File: src/pkg/alert_sense_cfg.svh
// Named constants of the alert-output and sense-test sequencer.
// Assumes inclusion by bare name from the design file.
`ifndef ALERT_SENSE_CFG_SVH
`define ALERT_SENSE_CFG_SVH
// Register byte offsets
`define REG_CMD 8'h00
`define REG_CTRL 8'h04
`define REG_STAT 8'h08
`define REG_FILL 8'h0C
// Command register fields
`define CMD_TOP_BIT 16
`define CMD_KIND_BIT 17
// Control register fields
`define CTRL_FILL 0
`define CTRL_EN 1
`define CTRL_PCT 2
`define CTRL_HALT 3
// Status register fields
`define STAT_BUSY 0
`define STAT_FP 1
`define STAT_LP 2
`define STAT_TA 3
`define STAT_FLAG 4
// Opcode loaded for the fill hand-off (55 octal)
`define FILL_OPCODE 6'h2D
// Control-word line numbers
`define LN_C1 1
`define LN_C9 9
`define LN_C10 10
`define LN_C11 11
`define LN_C12 12
`define LN_C17 17
`define LN_C19 19
`define LN_C20 20
`define LN_C21 21
`define LN_C22 22
`define LN_C23 23
// Bus encodings
`define HTRANS_ACTIVE 1
`define WORD_TOP_BIT 11
`endif

File: src/pkg/alert_sense_pkg.sv
// Types shared by the alert-output and sense-test sequencer.
// Assumes the constants header sits beside it.
package alert_sense_pkg;
   // Three clock states of one machine cycle
   typedef enum logic [1:0] {ST_FIRST, ST_MID, ST_LAST} clk_state_t;
   // Instruction phase
   typedef enum logic [1:0] {PH_IDLE, PH_OPER, PH_EXEC} phase_t;
   // Instruction kind
   typedef enum logic {K_ALERT, K_SENSE} instr_kind_t;
endpackage

File: src/alert_and_sense_io_sequencer.sv
// Alert-output / sense-test sequencer with an AHB-Lite register slave.
// Assumes one clock, synchronous inputs and a zero-wait single slave.
`timescale 1ns/1ps
`include "alert_sense_cfg.svh"
module alert_and_sense_io_sequencer #(
   parameter int EA_W = 15
) (
   // Clock and reset
   input wire logic CLK,
   input wire logic RST,
   // AHB-Lite slave
   input wire logic HSEL,
   input wire logic [31:0] HADDR,
   input wire logic [1:0] HTRANS,
   input wire logic HWRITE,
   input wire logic [2:0] HSIZE,
   input wire logic [31:0] HWDATA,
   input wire logic HREADY,
   output logic HREADYOUT,
   output logic HRESP,
   output logic [31:0] HRDATA,
   // Connector lines to equipment
   output logic [23:0] CONTROL_LINES,
   output logic ALERT_STROBE,
   output logic BUFFER_CONTROL_SELECT,
   output logic IO_CHANNEL_SELECT,
   output logic SYSTEM_SELECT,
   output logic TIMING_PULSE_ONE,
   output logic TIMING_PULSE_TWO,
   output logic TEST_STROBE,
   input wire logic CHANNEL_TEST_RESPONSE,
   input wire logic SYSTEM_TEST_RESPONSE,
   // Main frame side
   input wire logic TIMESHARE_ACTIVE,
   input wire logic TIMESHARE_PENDING,
   input wire logic [3:0] BREAKPOINT_SWITCHES,
   output logic CYCLE_ALIGN_STATE,
   output alert_sense_pkg::clk_state_t CLOCK_STATE,
   output logic INSTRUCTION_END,
   output logic INTERRUPT_BLOCK,
   output logic FILL_HANDOFF,
   output logic FLAG_BIT
);
   import alert_sense_pkg::*;

   // Field split of the effective address is fixed by the connector layout
   if (EA_W != 15) begin
      $error("EA_W must be 15");
   end

   clk_state_t st_q; // Clock state within machine cycle
   logic ta_q; // Alternates every machine cycle
   phase_t ph_q; // Instruction phase
   logic fp_q, lp_q; // Subphase bits high and low
   logic pend_q; // Command waiting for a first state
   logic [EA_W-1:0] ea_q; // Effective address, numeric
   logic top_q; // Opcode top bit
   instr_kind_t kind_q; // Alert or sense
   logic [11:0] word_q; // Word register
   logic [2:0] opext_q; // Opcode extension bits
   logic end_q; // End latched at first state
   logic handoff_q; // Fill hand-off pulse
   logic [5:0] fill_op_q; // Opcode given to the fill
   logic fill_q, en_q, pct_q, halt_q, flag_q; // Flags
   logic wr_q; // Write data phase pending
   logic [7:0] addr_q; // Captured write address
   logic [31:0] rdata_q; // Read data
   logic [23:0] cw; // Control word, index = line number

   // Control word assembly; word bit 11 drives line 12
   always_comb begin
      cw = '0;
      cw[`LN_C1] = top_q;
      cw[`LN_C9] = opext_q[2];
      cw[`LN_C10] = opext_q[1];
      cw[`LN_C11] = opext_q[0];
      for (int i = 0; i < 12; i++) begin
         cw[`LN_C12 + i] = word_q[`WORD_TOP_BIT - i];
      end
   end

   // Subphase decode
   wire logic execp = (ph_q == PH_EXEC);
   wire logic exec1 = execp && fp_q && lp_q;
   wire logic exec2 = execp && !fp_q && lp_q;
   wire logic tsw = execp && !fp_q && !lp_q;
   wire logic prew = execp && fp_q && !lp_q;
   wire logic alert = (kind_q == K_ALERT);
   wire logic sense = (kind_q == K_SENSE);
   wire logic s_first = (st_q == ST_FIRST);
   wire logic s_mid = (st_q == ST_MID);
   wire logic s_last = (st_q == ST_LAST);
   wire logic exit_pt = (exec2 || tsw) && s_last;
   wire logic exec_done = exit_pt && !TIMESHARE_ACTIVE;
   wire logic end_cond = !TIMESHARE_PENDING && (sense || !fill_q);
   wire logic fill_go = exec_done && alert && fill_q && !end_q;
   wire logic low_code = !cw[`LN_C1] && !cw[`LN_C10] && !cw[`LN_C11] && !cw[`LN_C17];
   wire logic int_fn = alert && exec2 && s_last && low_code;
   wire logic int_test = low_code && !cw[`LN_C9];
   wire logic ch_sel = !cw[`LN_C1] && !cw[`LN_C10] && cw[`LN_C11];
   logic test_resp; // Selected answer to the control word

   // Sense answer selection
   always_comb begin
      test_resp = ch_sel ? CHANNEL_TEST_RESPONSE : SYSTEM_TEST_RESPONSE;
      if (int_test) begin
         // Breakpoint first, then interrupt enable, then trap flag
         if (cw[`LN_C21]) test_resp = BREAKPOINT_SWITCHES[{cw[`LN_C22], cw[`LN_C23]}];
         else if (cw[`LN_C20]) test_resp = en_q;
         else if (cw[`LN_C19]) test_resp = pct_q;
         else test_resp = 1'b0;
      end
   end

   // Equipment strobes from flops through small gating; INSTRUCTION_END and INTERRUPT_BLOCK also see TIMESHARE_PENDING
   always_comb begin
      ALERT_STROBE = alert && (exec1 || exec2);
      BUFFER_CONTROL_SELECT = ALERT_STROBE && !cw[`LN_C1] && cw[`LN_C10] && !cw[`LN_C11];
      IO_CHANNEL_SELECT = alert && ch_sel && ((exec1 && !s_first) || (exec2 && !s_last));
      SYSTEM_SELECT = alert && exec2 && !s_last
         && !cw[`LN_C9] && cw[`LN_C10] && cw[`LN_C11];
      TIMING_PULSE_ONE = (exec1 && !s_first) || (exec2 && !s_last);
      TIMING_PULSE_TWO = (exec1 && !s_first) || (exec2 && s_first);
      TEST_STROBE = sense && (exec2 || (exec1 && !cw[`LN_C9]));
      INSTRUCTION_END = (exec2 || tsw) && (s_first ? end_cond : end_q);
      INTERRUPT_BLOCK = alert && INSTRUCTION_END;
   end

   assign CONTROL_LINES = cw;
   assign CYCLE_ALIGN_STATE = ta_q;
   assign CLOCK_STATE = st_q;
   assign FILL_HANDOFF = handoff_q;
   assign FLAG_BIT = flag_q;
   assign HREADYOUT = 1'b1; // Never stretches a transfer
   assign HRESP = 1'b0; // Always OKAY
   assign HRDATA = rdata_q;

   // Machine cycle timing; alignment flips at each last state
   always_ff @(posedge CLK) begin
      if (RST) begin
         st_q <= ST_FIRST;
         ta_q <= 1'b0;
      end else begin
         case (st_q)
            ST_FIRST: st_q <= ST_MID;
            ST_MID: st_q <= ST_LAST;
            ST_LAST: begin
               st_q <= ST_FIRST;
               ta_q <= !ta_q;
            end
            default: st_q <= ST_FIRST;
         endcase
      end
   end

   // Bus address phase: capture writes, prepare read data
   wire logic ap = HSEL && HREADY && HTRANS[`HTRANS_ACTIVE];
   always_ff @(posedge CLK) begin
      if (RST) begin
         wr_q <= 1'b0;
         addr_q <= 8'h00;
         rdata_q <= 32'h0;
      end else begin
         wr_q <= ap && HWRITE;
         addr_q <= HADDR[7:0];
         rdata_q <= 32'h0;
         if (ap && !HWRITE) begin
            case (HADDR[7:0])
               `REG_CMD: rdata_q[EA_W+2:0] <= {kind_q, top_q, 1'b0, ea_q};
               `REG_CTRL: rdata_q[`CTRL_HALT:0] <= {halt_q, pct_q, en_q, fill_q};
               `REG_STAT: rdata_q[`STAT_FLAG:0] <=
                  {flag_q, ta_q, lp_q, fp_q, (ph_q != PH_IDLE) || pend_q};
               `REG_FILL: rdata_q[5:0] <= fill_op_q;
               default: rdata_q <= 32'h0; // Unmapped reads zero
            endcase
         end
      end
   end

   wire logic cmd_wr = wr_q && (addr_q == `REG_CMD);
   wire logic ctrl_wr = wr_q && (addr_q == `REG_CTRL);

   // Command intake; writes while busy are dropped
   always_ff @(posedge CLK) begin
      if (RST) begin
         pend_q <= 1'b0;
         ea_q <= '0;
         top_q <= 1'b0;
         kind_q <= K_ALERT;
      end else if (cmd_wr && !pend_q && ph_q == PH_IDLE) begin
         pend_q <= 1'b1;
         ea_q <= HWDATA[EA_W-1:0];
         top_q <= HWDATA[`CMD_TOP_BIT];
         kind_q <= instr_kind_t'(HWDATA[`CMD_KIND_BIT]);
      end else if (pend_q && s_last) begin
         pend_q <= 1'b0;
      end
   end

   // Instruction sequencer
   always_ff @(posedge CLK) begin
      if (RST) begin
         ph_q <= PH_IDLE;
         fp_q <= 1'b0;
         lp_q <= 1'b0;
         word_q <= '0;
         opext_q <= '0;
         end_q <= 1'b0;
         handoff_q <= 1'b0;
         fill_op_q <= '0;
      end else begin
         handoff_q <= 1'b0;
         if (s_first) end_q <= end_cond && (exec2 || tsw);
         case (ph_q)
            PH_IDLE: begin
               // Start aligned to a machine cycle boundary
               if (pend_q && s_last) ph_q <= PH_OPER;
            end
            PH_OPER: begin
               if (s_mid) word_q <= ea_q[11:0];
               if (s_last) begin
                  opext_q <= ea_q[EA_W-1:12];
                  fp_q <= 1'b1;
                  lp_q <= ta_q;
                  ph_q <= PH_EXEC;
               end
            end
            PH_EXEC: begin
               if (prew && s_last && ta_q) lp_q <= 1'b1;
               if (exec1 && s_last) fp_q <= 1'b0;
               if (exit_pt && TIMESHARE_ACTIVE) begin
                  lp_q <= 1'b0;
               end else if (fill_go) begin
                  fill_op_q <= `FILL_OPCODE;
                  fp_q <= 1'b1;
                  lp_q <= 1'b0;
                  handoff_q <= 1'b1;
                  ph_q <= PH_IDLE;
               end else if (exec_done) begin
                  ph_q <= PH_IDLE;
               end
            end
            default: ph_q <= PH_IDLE;
         endcase
      end
   end

   // Flags; hardware actions win over a same-cycle software write, except for the fill flag
   always_ff @(posedge CLK) begin
      if (RST) begin
         fill_q <= 1'b0;
         en_q <= 1'b0;
         pct_q <= 1'b0;
         halt_q <= 1'b0;
         flag_q <= 1'b0;
      end else begin
         // Software arming of a fill wins so a new fill is never lost
         if (ctrl_wr) fill_q <= HWDATA[`CTRL_FILL];
         else if (fill_go) fill_q <= 1'b0;
         if (int_fn && cw[`LN_C20]) en_q <= cw[`LN_C23];
         else if (ctrl_wr) en_q <= HWDATA[`CTRL_EN];
         if (int_fn && cw[`LN_C19]) pct_q <= cw[`LN_C23];
         else if (ctrl_wr) pct_q <= HWDATA[`CTRL_PCT];
         if (int_fn && !cw[`LN_C19] && !cw[`LN_C20] && !cw[`LN_C21] && !cw[`LN_C22]) begin
            halt_q <= 1'b1;
         end else if (ctrl_wr) begin
            halt_q <= HWDATA[`CTRL_HALT];
         end
         if (sense && exec2 && s_last) begin
            flag_q <= test_resp;
         end else if (int_fn && !cw[`LN_C23]) begin
            case ({cw[`LN_C21], cw[`LN_C22]})
               2'h1: flag_q <= 1'b0;
               2'h2: flag_q <= 1'b1;
               2'h3: flag_q <= !flag_q;
               default: flag_q <= flag_q;
            endcase
         end
      end
   end
endmodule

File: config.mk
export PLATFORM = sky130hd
export DESIGN_NAME = alert_and_sense_io_sequencer
export DESIGN_NICKNAME = d
export VERILOG_FILES = /design/src/pkg/alert_sense_pkg.sv /design/src/alert_and_sense_io_sequencer.sv
export VERILOG_INCLUDE_DIRS = /design/src /design/src/pkg
export SDC_FILE = /design/constraint.sdc
export NUM_CORES = 1
export LEC_CHECK = 0
export BUFFER_PORTS_ARGS = -buffer_cell sky130_fd_sc_hd__clkbuf_2
export CORE_MARGIN = 10
export CORE_UTILIZATION = 42
export CTS_BUF_LIST = sky130_fd_sc_hd__clkbuf_8 sky130_fd_sc_hd__clkbuf_16
export CTS_CLUSTER_DIAMETER = 150
export DETAILED_ROUTE_END_ITERATION = 16
export PLACE_DENSITY = 0.85
export SYNTH_ARGS = -nofsm -noshare
export SYNTH_HDL_FRONTEND = slang
export SYNTH_SLANG_ARGS = --single-unit
export TNS_END_PERCENT = 10
File: constraint.sdc
create_clock -name CLK -period 1.57 [get_ports CLK]
set_input_delay 0 -clock CLK [delete_from_list [all_inputs] [get_ports CLK]]
set_output_delay 0 -clock CLK [all_outputs]
set_load 0.005 [all_outputs]
; ---- Yosys cells after proc, flatten, opt, wreduce, memory -nomap -nowiden
; Index checks and enable logic that the tools add are counted.
[totals]
mem_bits_rw = 0
latchBits = 0
romBits = 0
output_inout_bits = 72
ff_bits = 89
mem_count = 0
word_cells = 201
[op_classes]
n_eq_ne = 16
mux = 43
div = 0
reduce_logical = 112
mul = 0
n_bitwise = 5
addsub = 0
order_cmp = 1
shift = 0
[op_table]
columns = operator, count
row1 = $logic_and A1 B1 Y1, 60
row2 = $mux W1, 28
row3 = $logic_not A1 Y1, 22
row4 = $eq A8 B3 Y1 const B, 2
row5 = $eq A8 B4 Y1 const B, 2
row6 = $logic_not A8 Y1, 2
row7 = $pmux W4 S4, 1
row8 = $reduce_bool A2 Y1, 8
row9 = $mux W12, 1
row10 = $mux W2, 5
row11 = $eq A2 B2 Y1 const B, 4
row12 = $pmux W1 S2, 4
row13 = $reduce_and A2 Y1, 4
row14 = $logic_or A1 B1 Y1, 7
row15 = $eq A2 B1 Y1 const B, 3
row16 = $pmux W2 S3, 1
row17 = $reduce_and A3 Y1, 2
row18 = $reduce_or A3 Y1, 2
row19 = $not A1 Y1, 5
row20 = $logic_not A2 Y1, 2
row21 = $ne A2 B2 Y1 const B, 2
row22 = $ne A4 B1 Y1 const B, 1
row23 = $pmux W2 S2, 1
row24 = $reduce_and A4 Y1, 1
row25 = other kinds (7), 7

; ---- Logic depth before layout (Yosys ltp)
; Gate-level depths: netlist (run 1).
[depth]
word_depth = 12
mapped_depth = 8
depth_no_buf = 6

; ---- Worst setup path before layout (run 1)
; Ideal clock, no wire load.
[synth_path]
path_kind = flip-flop to flip-flop
startpoint = register ph_q[0]
endpoint = register flag_q (netlist: FLAG_BIT)
stages_incl_launch_ff = 8
setup_ns = 0.092
slack_ns = -0.172
arrival_time_ns = 1.650
n_path_buf = 1
cell_sequence = dfxtp_1 -> inv_1 -> ha_1 -> clkbuf_1 -> nand3b_1 -> nor4_4 -> a211oi_1 -> nor4_1
[synth_between]
elab_chain_len = 9
[synth_lines]
columns = item, line_no
row1 = "start, declared", alert_and_sense_io_sequencer.sv:53  ; phase_t ph_q;
row2 = "start signal, assigned", alert_and_sense_io_sequencer.sv:203  ; ph_q <= PH_IDLE;
row3 = "start signal, assigned", alert_and_sense_io_sequencer.sv:217  ; if (pend_q && s_last) ph_q <= PH_OPER;
row4 = "start signal, assigned", alert_and_sense_io_sequencer.sv:225  ; ph_q <= PH_EXEC;
row5 = $eq A2 B2 Y1 *, alert_and_sense_io_sequencer.sv:83  ; wire logic execp = (ph_q == PH_EXEC);
row6 = $logic_and A1 B1 Y1 * (2 in a row), alert_and_sense_io_sequencer.sv:85  ; wire logic exec2 = execp && !fp_q && lp_q;
row7 = $logic_and A1 B1 Y1 (3 in a row), alert_and_sense_io_sequencer.sv:98  ; wire logic int_fn = alert && exec2 && s_last && low_code;
row8 = $logic_and A1 B1 Y1, alert_and_sense_io_sequencer.sv:271  ; end else if (int_fn && !cw[`LN_C23]) begin
row9 = $reduce_bool A2 Y1 (no source line), --
row10 = $reduce_and A2 Y1 (no source line), --
row11 = "end signal, assigned", alert_and_sense_io_sequencer.sv:270  ; flag_q <= test_resp;
row12 = "end signal, assigned", alert_and_sense_io_sequencer.sv:275  ; 2'h3: flag_q <= !flag_q;
row13 = "end signal, assigned", alert_and_sense_io_sequencer.sv:276  ; default: flag_q <= flag_q;
row14 = "end, declared", alert_and_sense_io_sequencer.sv:64  ; logic fill_q, en_q, pct_q, halt_q, flag_q;
; Mark *: on every way between the ends. The rest lies on a longest branch, timed or not.
; A chain may end at the register's enable or synchronous reset.

; ---- Worst setup path after layout (run 1)
[layout_path]
startpoint = register fp_q
endpoint = register ph_q[1]
[layout_between]
elab_chain_len = 12
[layout_lines]
columns = item, line_no
row1 = "start, declared", alert_and_sense_io_sequencer.sv:54  ; logic fp_q, lp_q;
row2 = "start signal, assigned", alert_and_sense_io_sequencer.sv:204  ; fp_q <= 1'b0;
row3 = "start signal, assigned", alert_and_sense_io_sequencer.sv:223  ; fp_q <= 1'b1;
row4 = "start signal, assigned", alert_and_sense_io_sequencer.sv:230  ; if (exec1 && s_last) fp_q <= 1'b0;
row5 = $logic_not A1 Y1 *, "alert_and_sense_io_sequencer.sv:85, alert_and_sense_io_sequencer.sv:86"
row6 = $logic_and A1 B1 Y1 *, "alert_and_sense_io_sequencer.sv:85, alert_and_sense_io_sequencer.sv:86"
row7 = $logic_and A1 B1 Y1 (on tied branches), "alert_and_sense_io_sequencer.sv:85, alert_and_sense_io_sequencer.sv:86"
row8 = $logic_or A1 B1 Y1 *, alert_and_sense_io_sequencer.sv:93  ; wire logic exit_pt = (exec2 || tsw) && s_last;
row9 = $logic_and A1 B1 Y1 *, alert_and_sense_io_sequencer.sv:93
row10 = $logic_and A1 B1 Y1, alert_and_sense_io_sequencer.sv:94  ; wire logic exec_done = exit_pt && !TIMESHARE_ACTIVE;
row11 = $logic_and A1 B1 Y1 (3 in a row), alert_and_sense_io_sequencer.sv:96  ; wire logic fill_go = exec_done && alert && fill_q && !end_q;
row12 = $mux W2, alert_and_sense_io_sequencer.sv:233  ; end else if (fill_go) begin
row13 = $mux W2, alert_and_sense_io_sequencer.sv:231  ; if (exit_pt && TIMESHARE_ACTIVE) begin
row14 = $pmux W2 S3, alert_and_sense_io_sequencer.sv:214  ; case (ph_q)
row15 = "end signal, assigned", alert_and_sense_io_sequencer.sv:217
row16 = "end signal, assigned", alert_and_sense_io_sequencer.sv:238  ; ph_q <= PH_IDLE;
row17 = "end signal, assigned", alert_and_sense_io_sequencer.sv:240  ; ph_q <= PH_IDLE;
; Mark *: on every way between the ends. The rest lies on a longest branch, timed or not. The select of a mux whose other input is x is not followed.

==> summary.txt, run 1 <==
Routing
  – Initial DRC Count: 160
  – Via count: 2987
  – DR vias/cell: 4.937
  – Post-route ant nets: 0
  – Drt pass-1 iters: 5
  – Total Wirelength: 10030 um
  – Wirelength per Cell: 16.58 um
  – Number of remaining DRC errors: 0

Pwr
  – Clock power frac: 41.1%
  – Gate power share: 10.7%
  – Sw frac: 24.41%
  – Leak: 0.002180 uW
  – Sw Pwr: 973.2 uW
  – Max VDD drop: 0.4801 mV
  – Power Density: 857.8 nW/um2
  – Seq pwr share: 48.3%
  – Internal Pwr Total: 3014 uW

Placed design
  – Placed cell count: 550
  – Global placer's final weighted congestion: 0.8747
  – Place WS: -0.1046 ns
  – Cell Area, Placed: 3906 um2
  – Port bufs: 85
  – Dpl hpwl: 6907 um

Synth
  – Seq/Total Area, Yosys: 45.14%
  – Synthesized area: 3282 um2
  – Synthesized flop and latch total: 74
  – Leading area contributor after synthesis: dfxtp_1
  – Top-area cell type share of the netlist area: 45.14%
  – Mapped Cells: 352
  – Post-synth ARST share: 0%
  – Synth Flop Type: dfxtp_1
  – Yosys cell types: 49
  – Synth warn: 0
  – Synthesized area per cell: 9.324 um2
  – EDFF count, synth: 0
  – Top post-synthesis cells by area: dfxtp_1 (45%), mux2i_1 (11%), buf_4 (5.9%), nor2_1 (4.8%), a21oi_1 (3.2%)

Status
  – Failing checks: setup timing
  – Outcome: finished with violations

Setup path
  – Critical path buffer and inverter count: 1
  – Cells on worst reg2reg path: 5
  – CP Class: reg2reg
  – Crit path launch: fp_q
  – Crit path depth: 5
  – Worst path cell trace: or4b_4, a222oi_1, buf_4, mux2i_1, nor2_1
  – Reg2reg end: ph_q[1]
  – Worst setup path endpoint: ph_q[1]
  – Reg2reg setup slack: -0.11 ns
  – R2r startpoint: fp_q
  – Critical Path AT: 1.91 ns
  – Startpoint types: flip-flop
  – Crit-path slowest cell: or4b_4
  – CP endpoint kind: flip-flop
  – Max FO, Critical Path: 2
  – CP required: 1.80 ns
  – CP top delay family: simple AND/OR/NAND/NOR gates
  – Crit path largest cell delay: 0.50 ns

Clock tree
  – Worst-path clk slew: 0.08 ns
  – Cts bufs inserted: 9
  – Root Driver: clkbuf_8
  – CTS H-tree lvls: 3
  – Clock Latency Late Sink: 0.36 ns
  – CTS tree: built
  – Sink Count: 74
  – Bufs on Longest Clock Path: 2

Global route
  – Grt ovf: 0
  – GR Util met2: 29.74%
  – Gr busiest metal: met2
  – Largest net degree at the start of global routing: 49
  – M3 GR Usage: 4.878%
  – First-pass GRT wire length: 15640 um
  – M1 GR Usage: 19.04%
  – Vias in the first global route: 3108
  – Total GRT Usage: 16.84%
  – Antenna violations before repair: 0

Final layout
  – Finished Layout Cells: 605
  – Area delta synth->final: 41.63%
  – Layout Nets: 586
  – Commonest non-fill, non-tap cell in the layout: clkbuf_2
  – ANT cells: 0
  – Most used cells in the layout excluding fill and tap cells: clkbuf_2 (83), dfxtp_1 (69), nor2_1 (40), dlygate4sd3_1 (38), mux2i_1 (35)
  – Post-route cell area: 4648 um2
  – Proportion of layout cells with a drive suffix above 1: 33.40%

STA
  – Max_slew headroom: 66.24%
  – PnR worst setup slack: -0.1113 ns
  – Final Max Tran Viols: 0
  – Final Hold Vio Count: 0
  – RSZ-0062 raised after global routing: yes
  – Final Skew: 0.01238 ns
  – Worst slew pin tran: 0.5064 ns
  – Fmax: 0.5948 GHz
  – Endpoints failing setup: 11
  – Crit path time final: 1.681 ns
  – Final period utilization: 107.1%
  – Final TNS setup: -0.6428 ns

Min path
  – Worst min path class: in2reg

Die
  – Die Ht: 108.4 um
  – Initial Util: 42.92%
  – Site Rows: 32
  – Die area: 11750 um2
  – Top-level I/O count: 154
  – Die width: 108.4 um
  – Core area: 7647 um2

Job
  – Max cap viols: 0
## cell usage after synthesis (3+ instances only)
cell type,n
o21ai_0,6
a2111oi_0,3
nand2_1,16
a211oi_1,4
buf_2,3
nand2b_1,4
nor2_1,42
a21oi_1,21
clkbuf_1,13
nor3b_1,4
mux2i_1,35
and2_1,10
nor3_1,4
nand3b_1,5
nand3_1,7
nor4_1,6
buf_4,26
nor2b_1,12
ha_1,6
dfxtp_1,74
inv_1,16
## layer usage
metal	wire length [um]	vias to the layer above
met1	4049	1397
met3	763	14
met2	5094	122
met4	125	0
li1	-	1454
met5	0	-
## worst min path at each step
stage                   from         end  cells after the start  slack, ns
CTS                 HADDR[3]  HRDATA[17]                      2       0.02
detailed placement    HWRITE   HRDATA[0]                      2       0.23
global placement      HWRITE   HRDATA[0]                      2       0.21
global route        HADDR[3]  HRDATA[17]                      2       0.06
floorplan             HWRITE   HRDATA[0]                      1       0.09
finish              HADDR[3]  HRDATA[17]                      2       0.05
## through the flow
| step | util [%] | hold WS [ns] | power (uW) |
|---|---|---|---|
| 3_5_place_dp | 51.08 | 0.2346 | 2286 |
| 4_1_cts | 60.06 | 0.02006 | 3965 |
| 3_3_place_gp | 51.08 | 0.2107 | 2270 |
| 2_1_floorplan | - | 0.08991 | 2186 |
| 6_report | 60.78 | 0.04830 | 3987 |
| 5_1_grt | 60.78 | 0.06258 | 4100 |
## cells by family after synthesis
family / synth area share, %
muxes: 12.05
DFF: 45.14
other: 0.2288
buffers and inverters: 9.836
AOI/OAI and AO/OA: 8.884
adders and majority gates: 2.287
and+or+nand+nor: 21.05
xor gates and xnor gates: 0.5338
## area by class of cell
type / count / area, um2
Clock buffer: 9 / 123.9
Clock inverter: 7 / 95.09
Fill cell: 639 / 2999
Inverter: 16 / 62.56
Multi-Input combinational cell: 242 / 1674
Sequential cell: 74 / 1490
Tap cell: 102 / 127.6
Timing Repair Buffer: 155 / 1075
## registers in the layout, summed over array words and instances (netlist names), 2 cells and up
name and count:
ph_q 2, CLOCK_STATE 2, ea_q 15, word_q 12, opext_q 3, addr_q 8
HRDATA 17
## power groups by stage
stage	clock (uW)	sequential, uW	combinational [uW]
3_5_place_dp	0	1970	319
6_report	1640	1930	425
5_1_grt	1710	1930	461
2_1_floorplan	0	1970	219
4_1_cts	1640	1920	408
3_3_place_gp	0	1970	305
## timing repair
item	4_1_cts	5_1_grt
setup endpoints to repair	34	50
pin swaps	8	6
gates resized for setup	21	20
gates cloned	0	0
hold buffers	38	0
hold endpoints to repair	33	0
setup buffers	1	0
Note: power is estimated with default switching activity, not from simulation.
==> inputs of run 2 (changes only) <==
Settings changed: BUFFER_PORTS_ARGS -buffer_cell sky130_fd_sc_hd__clkbuf_2 to -buffer_cell sky130_fd_sc_hd__buf_4.
==> run 2 against run 1 <==
  * Die area unchanged
  * Power increased by 0.84%
  * First-iteration DRC count increased by 16%
  * Largest power group unchanged
  * Maximum frequency decreased by 0.45%
  * Count of clock-buffer cells in the layout increased by 1
  * Critical endpoint unchanged
  * Highest routed layer unchanged
  * Flip-flop and latch count unchanged
  * The run still ends with setup timing left
  * Via count increased by 0.77%
==> summary.txt, run 2 (synthesis results as in run 1) <==
Setup path
  – CP Class: reg2reg (unchanged)
  – CP endpoint kind: flip-flop (unchanged)
  – Critical Path AT: 1.89 ns (was 1.91 ns)
  – CP required: 1.77 ns (was 1.80 ns)
  – Max FO, Critical Path: 2 (unchanged)
  – Startpoint types: flip-flop (unchanged)

Die
  – Site Rows: 32 (unchanged)
  – Initial Util: 42.92% (unchanged)
  – Die area: 11750 um2 (unchanged)
  – Die Ht: 108.4 um (unchanged)
  – Core area: 7647 um2 (unchanged)
  – Top-level I/O count: 154 (unchanged)
  – Die width: 108.4 um (unchanged)

Clock tree
  – Bufs on Longest Clock Path: 2 (unchanged)
  – Sink Count: 74 (unchanged)
  – CTS tree: built (unchanged)
  – CTS H-tree lvls: 3 (unchanged)
  – Root Driver: clkbuf_8 (unchanged)
  – Worst-path clk slew: 0.07 ns (was 0.08 ns)
  – Cts bufs inserted: 9 (unchanged)
  – Clock Latency Late Sink: 0.35 ns (was 0.36 ns)

Global route
  – Largest net degree at the start of global routing: 57 (was 49)
  – First-pass GRT wire length: 15810 um (was 15640 um)
  – Vias in the first global route: 3160 (was 3108)
  – Antenna violations before repair: 0 (unchanged)
  – Grt ovf: 0 (unchanged)
  – Total GRT Usage: 16.71% (was 16.84%)

STA
  – Final period utilization: 107.6% (was 107.1%)
  – Max_slew headroom: 58.38% (was 66.24%)
  – RSZ-0062 raised after global routing: yes (unchanged)
  – Worst slew pin tran: 0.6243 ns (was 0.5064 ns)
  – Final Hold Vio Count: 0 (unchanged)
  – Final Skew: 0.01098 ns (was 0.01238 ns)
  – Fmax: 0.5921 GHz (was 0.5948 GHz)
  – Final Max Tran Viols: 0 (unchanged)
  – PnR worst setup slack: -0.1189 ns (was -0.1113 ns)
  – Endpoints failing setup: 10 (was 11)
  – Crit path time final: 1.689 ns (was 1.681 ns)

Routing
  – Highest metal used: met4 (unchanged)
  – Wirelength per Cell: 16.98 um (was 16.58 um)
  – DR vias/cell: 5.059 (was 4.937)
  – Met2 WL: 5103 um (was 5094 um)
  – Post-route ant nets: 0 (unchanged)
  – Metal1 wirelength: 4148 um (was 4049 um)
  – Via count: 3010 (was 2987)
  – Metal3 WL: 688 um (was 763 um)
  – Total Wirelength: 10110 um (was 10030 um)
  – Initial DRC Count: 185 (was 160)
  – Drt pass-1 iters: 4 (was 5)
  – Number of remaining DRC errors: 0 (unchanged)

Placed design
  – Port bufs: 85 (unchanged)
  – Placed cell count: 545 (was 550)
  – Global placer's final weighted congestion: 0.8759 (was 0.8747)
  – Cell Area, Placed: 4094 um2 (was 3906 um2)
  – Dpl hpwl: 6940 um (was 6907 um)

Job
  – Max cap viols: 0 (unchanged)

Final layout
  – Post-route cell area: 4810 um2 (was 4648 um2)
  – Area delta synth->final: 46.55% (was 41.63%)
  – Number of fill cells: 590 (was 639)
  – Commonest non-fill, non-tap cell in the layout: buf_4 (was clkbuf_2)
  – Layout Nets: 576 (was 586)
  – Storage cell area: 1490 um2 (unchanged)
  – Finished Layout Cells: 595 (was 605)
  – Finished Core Util: 62.89% (was 60.78%)
  – Most used cells in the layout excluding fill and tap cells: buf_4 (109), dfxtp_1 (69), nor2_1 (40), mux2i_1 (35), dlygate4sd3_1 (32) (was clkbuf_2 (83), dfxtp_1 (69), nor2_1 (40), dlygate4sd3_1 (38), mux2i_1 (35))
  – ANT cells: 0 (unchanged)
  – Multi-input gate area: 1705 um2 (was 1674 um2)
  – Proportion of layout cells with a drive suffix above 1: 33.06% (was 33.40%)
  – Max FFs per register: 17 (unchanged)

Min path
  – Worst min path class: in2reg (unchanged)

Pwr
  – Power Density: 836.0 nW/um2 (was 857.8 nW/um2)
  – Max VDD drop: 0.5312 mV (was 0.4801 mV)
  – Leak: 0.002225 uW (was 0.002180 uW)

Status
  – Failing checks: setup timing (unchanged)
  – Outcome: finished with violations (unchanged)
run 2: routing by layer:
layer,track usage [%],vias up
met1,19.10,1458
li1,-,1425
met3,4.938,16
met2,29.22,111
met4,5.367,0
met5,0,-
run 2: path summary, 6_finish.rpt:
check | end | start | slack, ns | depth (start not counted)
setup / recovery | ph_q[1] | CLOCK_STATE[0] | -0.12 | 5
hold / removal | FILL_HANDOFF | TIMESHARE_ACTIVE | 0.1 | 4
setup reg to reg | ph_q[1] | CLOCK_STATE[0] | -0.12 | 5
hold reg to reg | HRDATA[7] | ea_q[7] | 0.49 | 1
run 2: timing repair:
item                                   CTS  global route
gates resized for setup                 14            25
hold buffers                            32             0
buffers inserted                         1             1
pin swaps                                5             9
endpoints found under the hold margin   36             0
setup endpoints to repair               17            46
run 2: cell type report:
cell class	instances	share of cell area (%)
clock buffers	10	2.862
clock inverters	6	1.717
inverters	16	1.353
multi-input cells	242	35.46
flip-flops and latches	74	30.98
well taps	102	2.653
repair buffers	145	24.97
run 2: stage by stage:
| step | setup slack, ns | hold WS, ns | setup TNS [ns] | total power, uW |
|---|---|---|---|---|
| floorplan | -0.09842 | 0.08991 | -0.9185 | 2186 |
| global placement | -0.08742 | 0.1946 | -0.3519 | 2296 |
| detailed placement | -0.1306 | 0.2093 | -0.7045 | 2313 |
| CTS | -0.1200 | 0.1023 | -0.8675 | 4004 |
| global route | -0.1988 | 0.09591 | -2.295 | 4164 |
| finish | -0.1189 | 0.09794 | -0.6702 | 4021 |
run 2: report_power, final:
group          leakage, uW  internal (uW)  switching (uW)
clock             0.000111            927             699
sequential        0.000601           1900            24.5
combinational      0.00151            248             218
total              0.00223           3080             941
run 2: critical path: stages, from the launching register on:
cell,delay (ns)
dfxtp_2,0.32
or4b_4,0.51
a222oi_1,0.29
buf_4,0.18
mux2i_1,0.19
nor2_1,0.06
==> inputs of run 3 (changes only) <==
Settings changed: CELL_PAD_IN_SITES_DETAIL_PLACEMENT set to 1, CELL_PAD_IN_SITES_GLOBAL_PLACEMENT set to 1, CORE_UTILIZATION 42 to 30.
==> run 3 against run 2 <==
  * The run still ends with setup timing left
  * Critical endpoint is now pct_q
  * Register-to-register slack got worse by 0.02 ns
  * Die area up 32%
  * Maximum frequency is 1.1% lower
  * Power grew 3.0%
  * Design area rose by 4.6%
  * Cell count up 7.4%
==> summary.txt, run 3 (synthesis results as in run 1) <==
STA
  – Final period utilization: 108.8% (was 107.6%)
  – RSZ-0062 raised after global routing: yes (unchanged)
  – Final Hold Vio Count: 0 (unchanged)
  – Final TNS setup: -0.9519 ns (was -0.6702 ns)
  – Fmax: 0.5855 GHz (was 0.5921 GHz)
  – Max_slew headroom: 58.51% (was 58.38%)
  – Final Skew: 0.005234 ns (was 0.01098 ns)
  – Final Max Tran Viols: 0 (unchanged)
  – Worst slew pin tran: 0.6223 ns (was 0.6243 ns)
  – PnR worst setup slack: -0.1379 ns (was -0.1189 ns)
  – Endpoints failing setup: 12 (was 10)
  – Crit path time final: 1.708 ns (was 1.689 ns)

Clock tree
  – Bufs on Longest Clock Path: 2 (unchanged)
  – CTS H-tree lvls: 3 (unchanged)
  – Clock Latency Late Sink: 0.35 ns (about the same)
  – Sink Count: 74 (unchanged)
  – CTS tree: built (unchanged)
  – Root Driver: clkbuf_8 (unchanged)
  – Cts bufs inserted: 9 (unchanged)
  – Worst-path clk slew: 0.08 ns (was 0.07 ns)

Global route
  – Antenna violations before repair: 0 (unchanged)
  – Grt ovf: 0 (unchanged)
  – Total GRT Usage: 14.62% (was 16.71%)
  – Vias in the first global route: 3417 (was 3160)
  – Largest net degree at the start of global routing: 57 (unchanged)
  – First-pass GRT wire length: 18370 um (was 15810 um)

Die
  – Die area: 15520 um2 (was 11750 um2)
  – Top-level I/O count: 154 (unchanged)
  – Core area: 10790 um2 (was 7647 um2)
  – Site Rows: 38 (was 32)
  – Die width: 124.6 um (was 108.4 um)
  – Initial Util: 30.41% (was 42.92%)
  – Die Ht: 124.6 um (was 108.4 um)

Routing
  – Number of remaining DRC errors: 0 (unchanged)
  – Met2 WL: 6816 um (was 5103 um)
  – Initial DRC Count: 161 (was 185)
  – Post-route ant nets: 0 (unchanged)
  – Via count: 3097 (was 3010)
  – Metal3 WL: 624 um (was 688 um)
  – Wirelength per Cell: 19.37 um (was 16.98 um)
  – Total Wirelength: 12380 um (was 10110 um)
  – Metal1 wirelength: 4762 um (was 4148 um)
  – Drt pass-1 iters: 4 (unchanged)
  – Highest metal used: met4 (unchanged)
  – DR vias/cell: 4.847 (was 5.059)

Placed design
  – Placed cell count: 589 (was 545)
  – Dpl hpwl: 8468 um (was 6940 um)
  – Place WS: -0.1900 ns (was -0.1306 ns)
  – Port bufs: 85 (unchanged)
  – Global placer's final weighted congestion: 0.8028 (was 0.8759)

Final layout
  – Multi-input gate area: 1794 um2 (was 1705 um2)
  – Finished Layout Cells: 639 (was 595)
  – Number of fill cells: 1188 (was 590)
  – Commonest non-fill, non-tap cell in the layout: buf_4 (unchanged)
  – Proportion of layout cells with a drive suffix above 1: 36.87% (was 33.06%)
  – Storage cell area: 1495 um2 (was 1490 um2)
  – Area delta synth->final: 53.26% (was 46.55%)
  – Most used cells in the layout excluding fill and tap cells: buf_4 (112), dfxtp_1 (67), nor2_1 (40), mux2i_1 (34), dlygate4sd3_1 (29) (was buf_4 (109), dfxtp_1 (69), nor2_1 (40), mux2i_1 (35), dlygate4sd3_1 (32))
  – Layout Nets: 582 (was 576)
  – Finished Core Util: 46.60% (was 62.89%)
  – Max FFs per register: 17 (unchanged)
  – ANT cells: 0 (unchanged)

Setup path
  – Critical Path AT: 1.99 ns (was 1.89 ns)
  – Max FO, Critical Path: 5 (was 2)
  – CP Class: reg2reg (unchanged)
  – CP endpoint kind: flip-flop (unchanged)
  – CP required: 1.85 ns (was 1.77 ns)
  – Critical path buffer and inverter count: 1 (unchanged)
  – CP top delay family: simple AND/OR/NAND/NOR gates (unchanged)
  – Worst path cell trace: or4_4, nor4_4, buf_6, nand2_1, a21oi_2 (was or4b_4, a222oi_1, buf_4, mux2i_1, nor2_1)
  – Crit path largest cell delay: 0.55 ns (was 0.51 ns)
  – Crit-path slowest cell: or4_4 (was or4b_4)
  – Startpoint types: flip-flop (unchanged)

Pwr
  – Power Density: 823.2 nW/um2 (was 836.0 nW/um2)
  – Clock power frac: 41.0% (was 40.5%)
  – Max VDD drop: 0.3927 mV (was 0.5312 mV)
  – Seq pwr share: 46.6% (was 48.0%)
  – Internal Pwr Total: 3147 uW (was 3079 uW)
  – Sw frac: 23.98% (was 23.41%)
  – Leak: 0.002304 uW (was 0.002225 uW)
  – Gate power share: 12.4% (was 11.6%)
  – Sw Pwr: 993.0 uW (was 941.3 uW)

Job
  – Max cap viols: 0 (unchanged)

Status
  – Outcome: finished with violations (unchanged)
  – Failing checks: setup timing (unchanged)

Min path
  – Worst min path class: in2reg (unchanged)
run 3: cell types whose count changed in the layout (fill, tap and decap cells not counted), moves of 2 or more:
cell and change:
dfxtp_1 -2, inv_1 -3, buf_4 +3, buf_6 +4, a21oi_1 -2, clkinvlp_4 -2
dlygate4sd3_1 -3
run 3: repair_timing:
action | 4_1_cts | 5_1_grt
endpoints found under the hold margin | 35 | 0
resized for setup | 18 | 47
pin swaps | 9 | 18
buffers inserted | 3 | 0
endpoints found under the setup margin | 35 | 47
hold buffers | 29 | 0
cloned | 0 | 2
run 3: per-stage QoR:
step | cell area [um2] | hold WS, ns | total power (uW)
after floorplan | 3374 | 0.08991 | 2186
after global placement | 4187 | 0.2041 | 2312
after detailed placement | 4187 | 0.2113 | 2335
after CTS | 4792 | 0.02734 | 4100
after global routing | 5030 | 0.03679 | 4306
final | 5030 | 0.02310 | 4141
run 3: worst reg2reg max path, stage by stage (launching register included):
cell,delay (ns)
dfxtp_2,0.33
or4_4,0.55
nor4_4,0.35
buf_6,0.18
nand2_1,0.08
a21oi_2,0.15
run 3: final cells by class:
cell class,instances,area share (%)
Clock buffer,11,3.010
Clock inverter,5,1.542
Inverter,16,1.343
Multi-Input combinational cell,242,35.67
Sequential cell,74,29.73
Tap cell,140,3.483
Timing Repair Buffer,151,25.22
run 3: layer usage:
layer | up-vias | GRT usage [%]
met2 | 81 | 26.89
met5 | - | 0
met4 | 0 | 4.592
li1 | 1446 | -
met1 | 1558 | 15.38
met3 | 12 | 4.596
run 3: worst paths after layout:
check / start / endpoint / slack (ns) / cells past startpoint
min reg2reg: ea_q[11] / HRDATA[11] / 0.50 / 1
max reg2reg: opext_q[0] / pct_q / -0.14 / 5
min: HREADY / HRDATA[0] / 0.02 / 3
max: opext_q[0] / pct_q / -0.14 / 5
run 3: power by group through the flow:
stage	sequential, uW	clock (uW)	combinational (uW)
after floorplan	1970	0	219
after global placement	1960	0	349
after detailed placement	1970	0	369
after CTS	1920	1720	453
after global routing	1930	1820	554
final	1930	1700	512
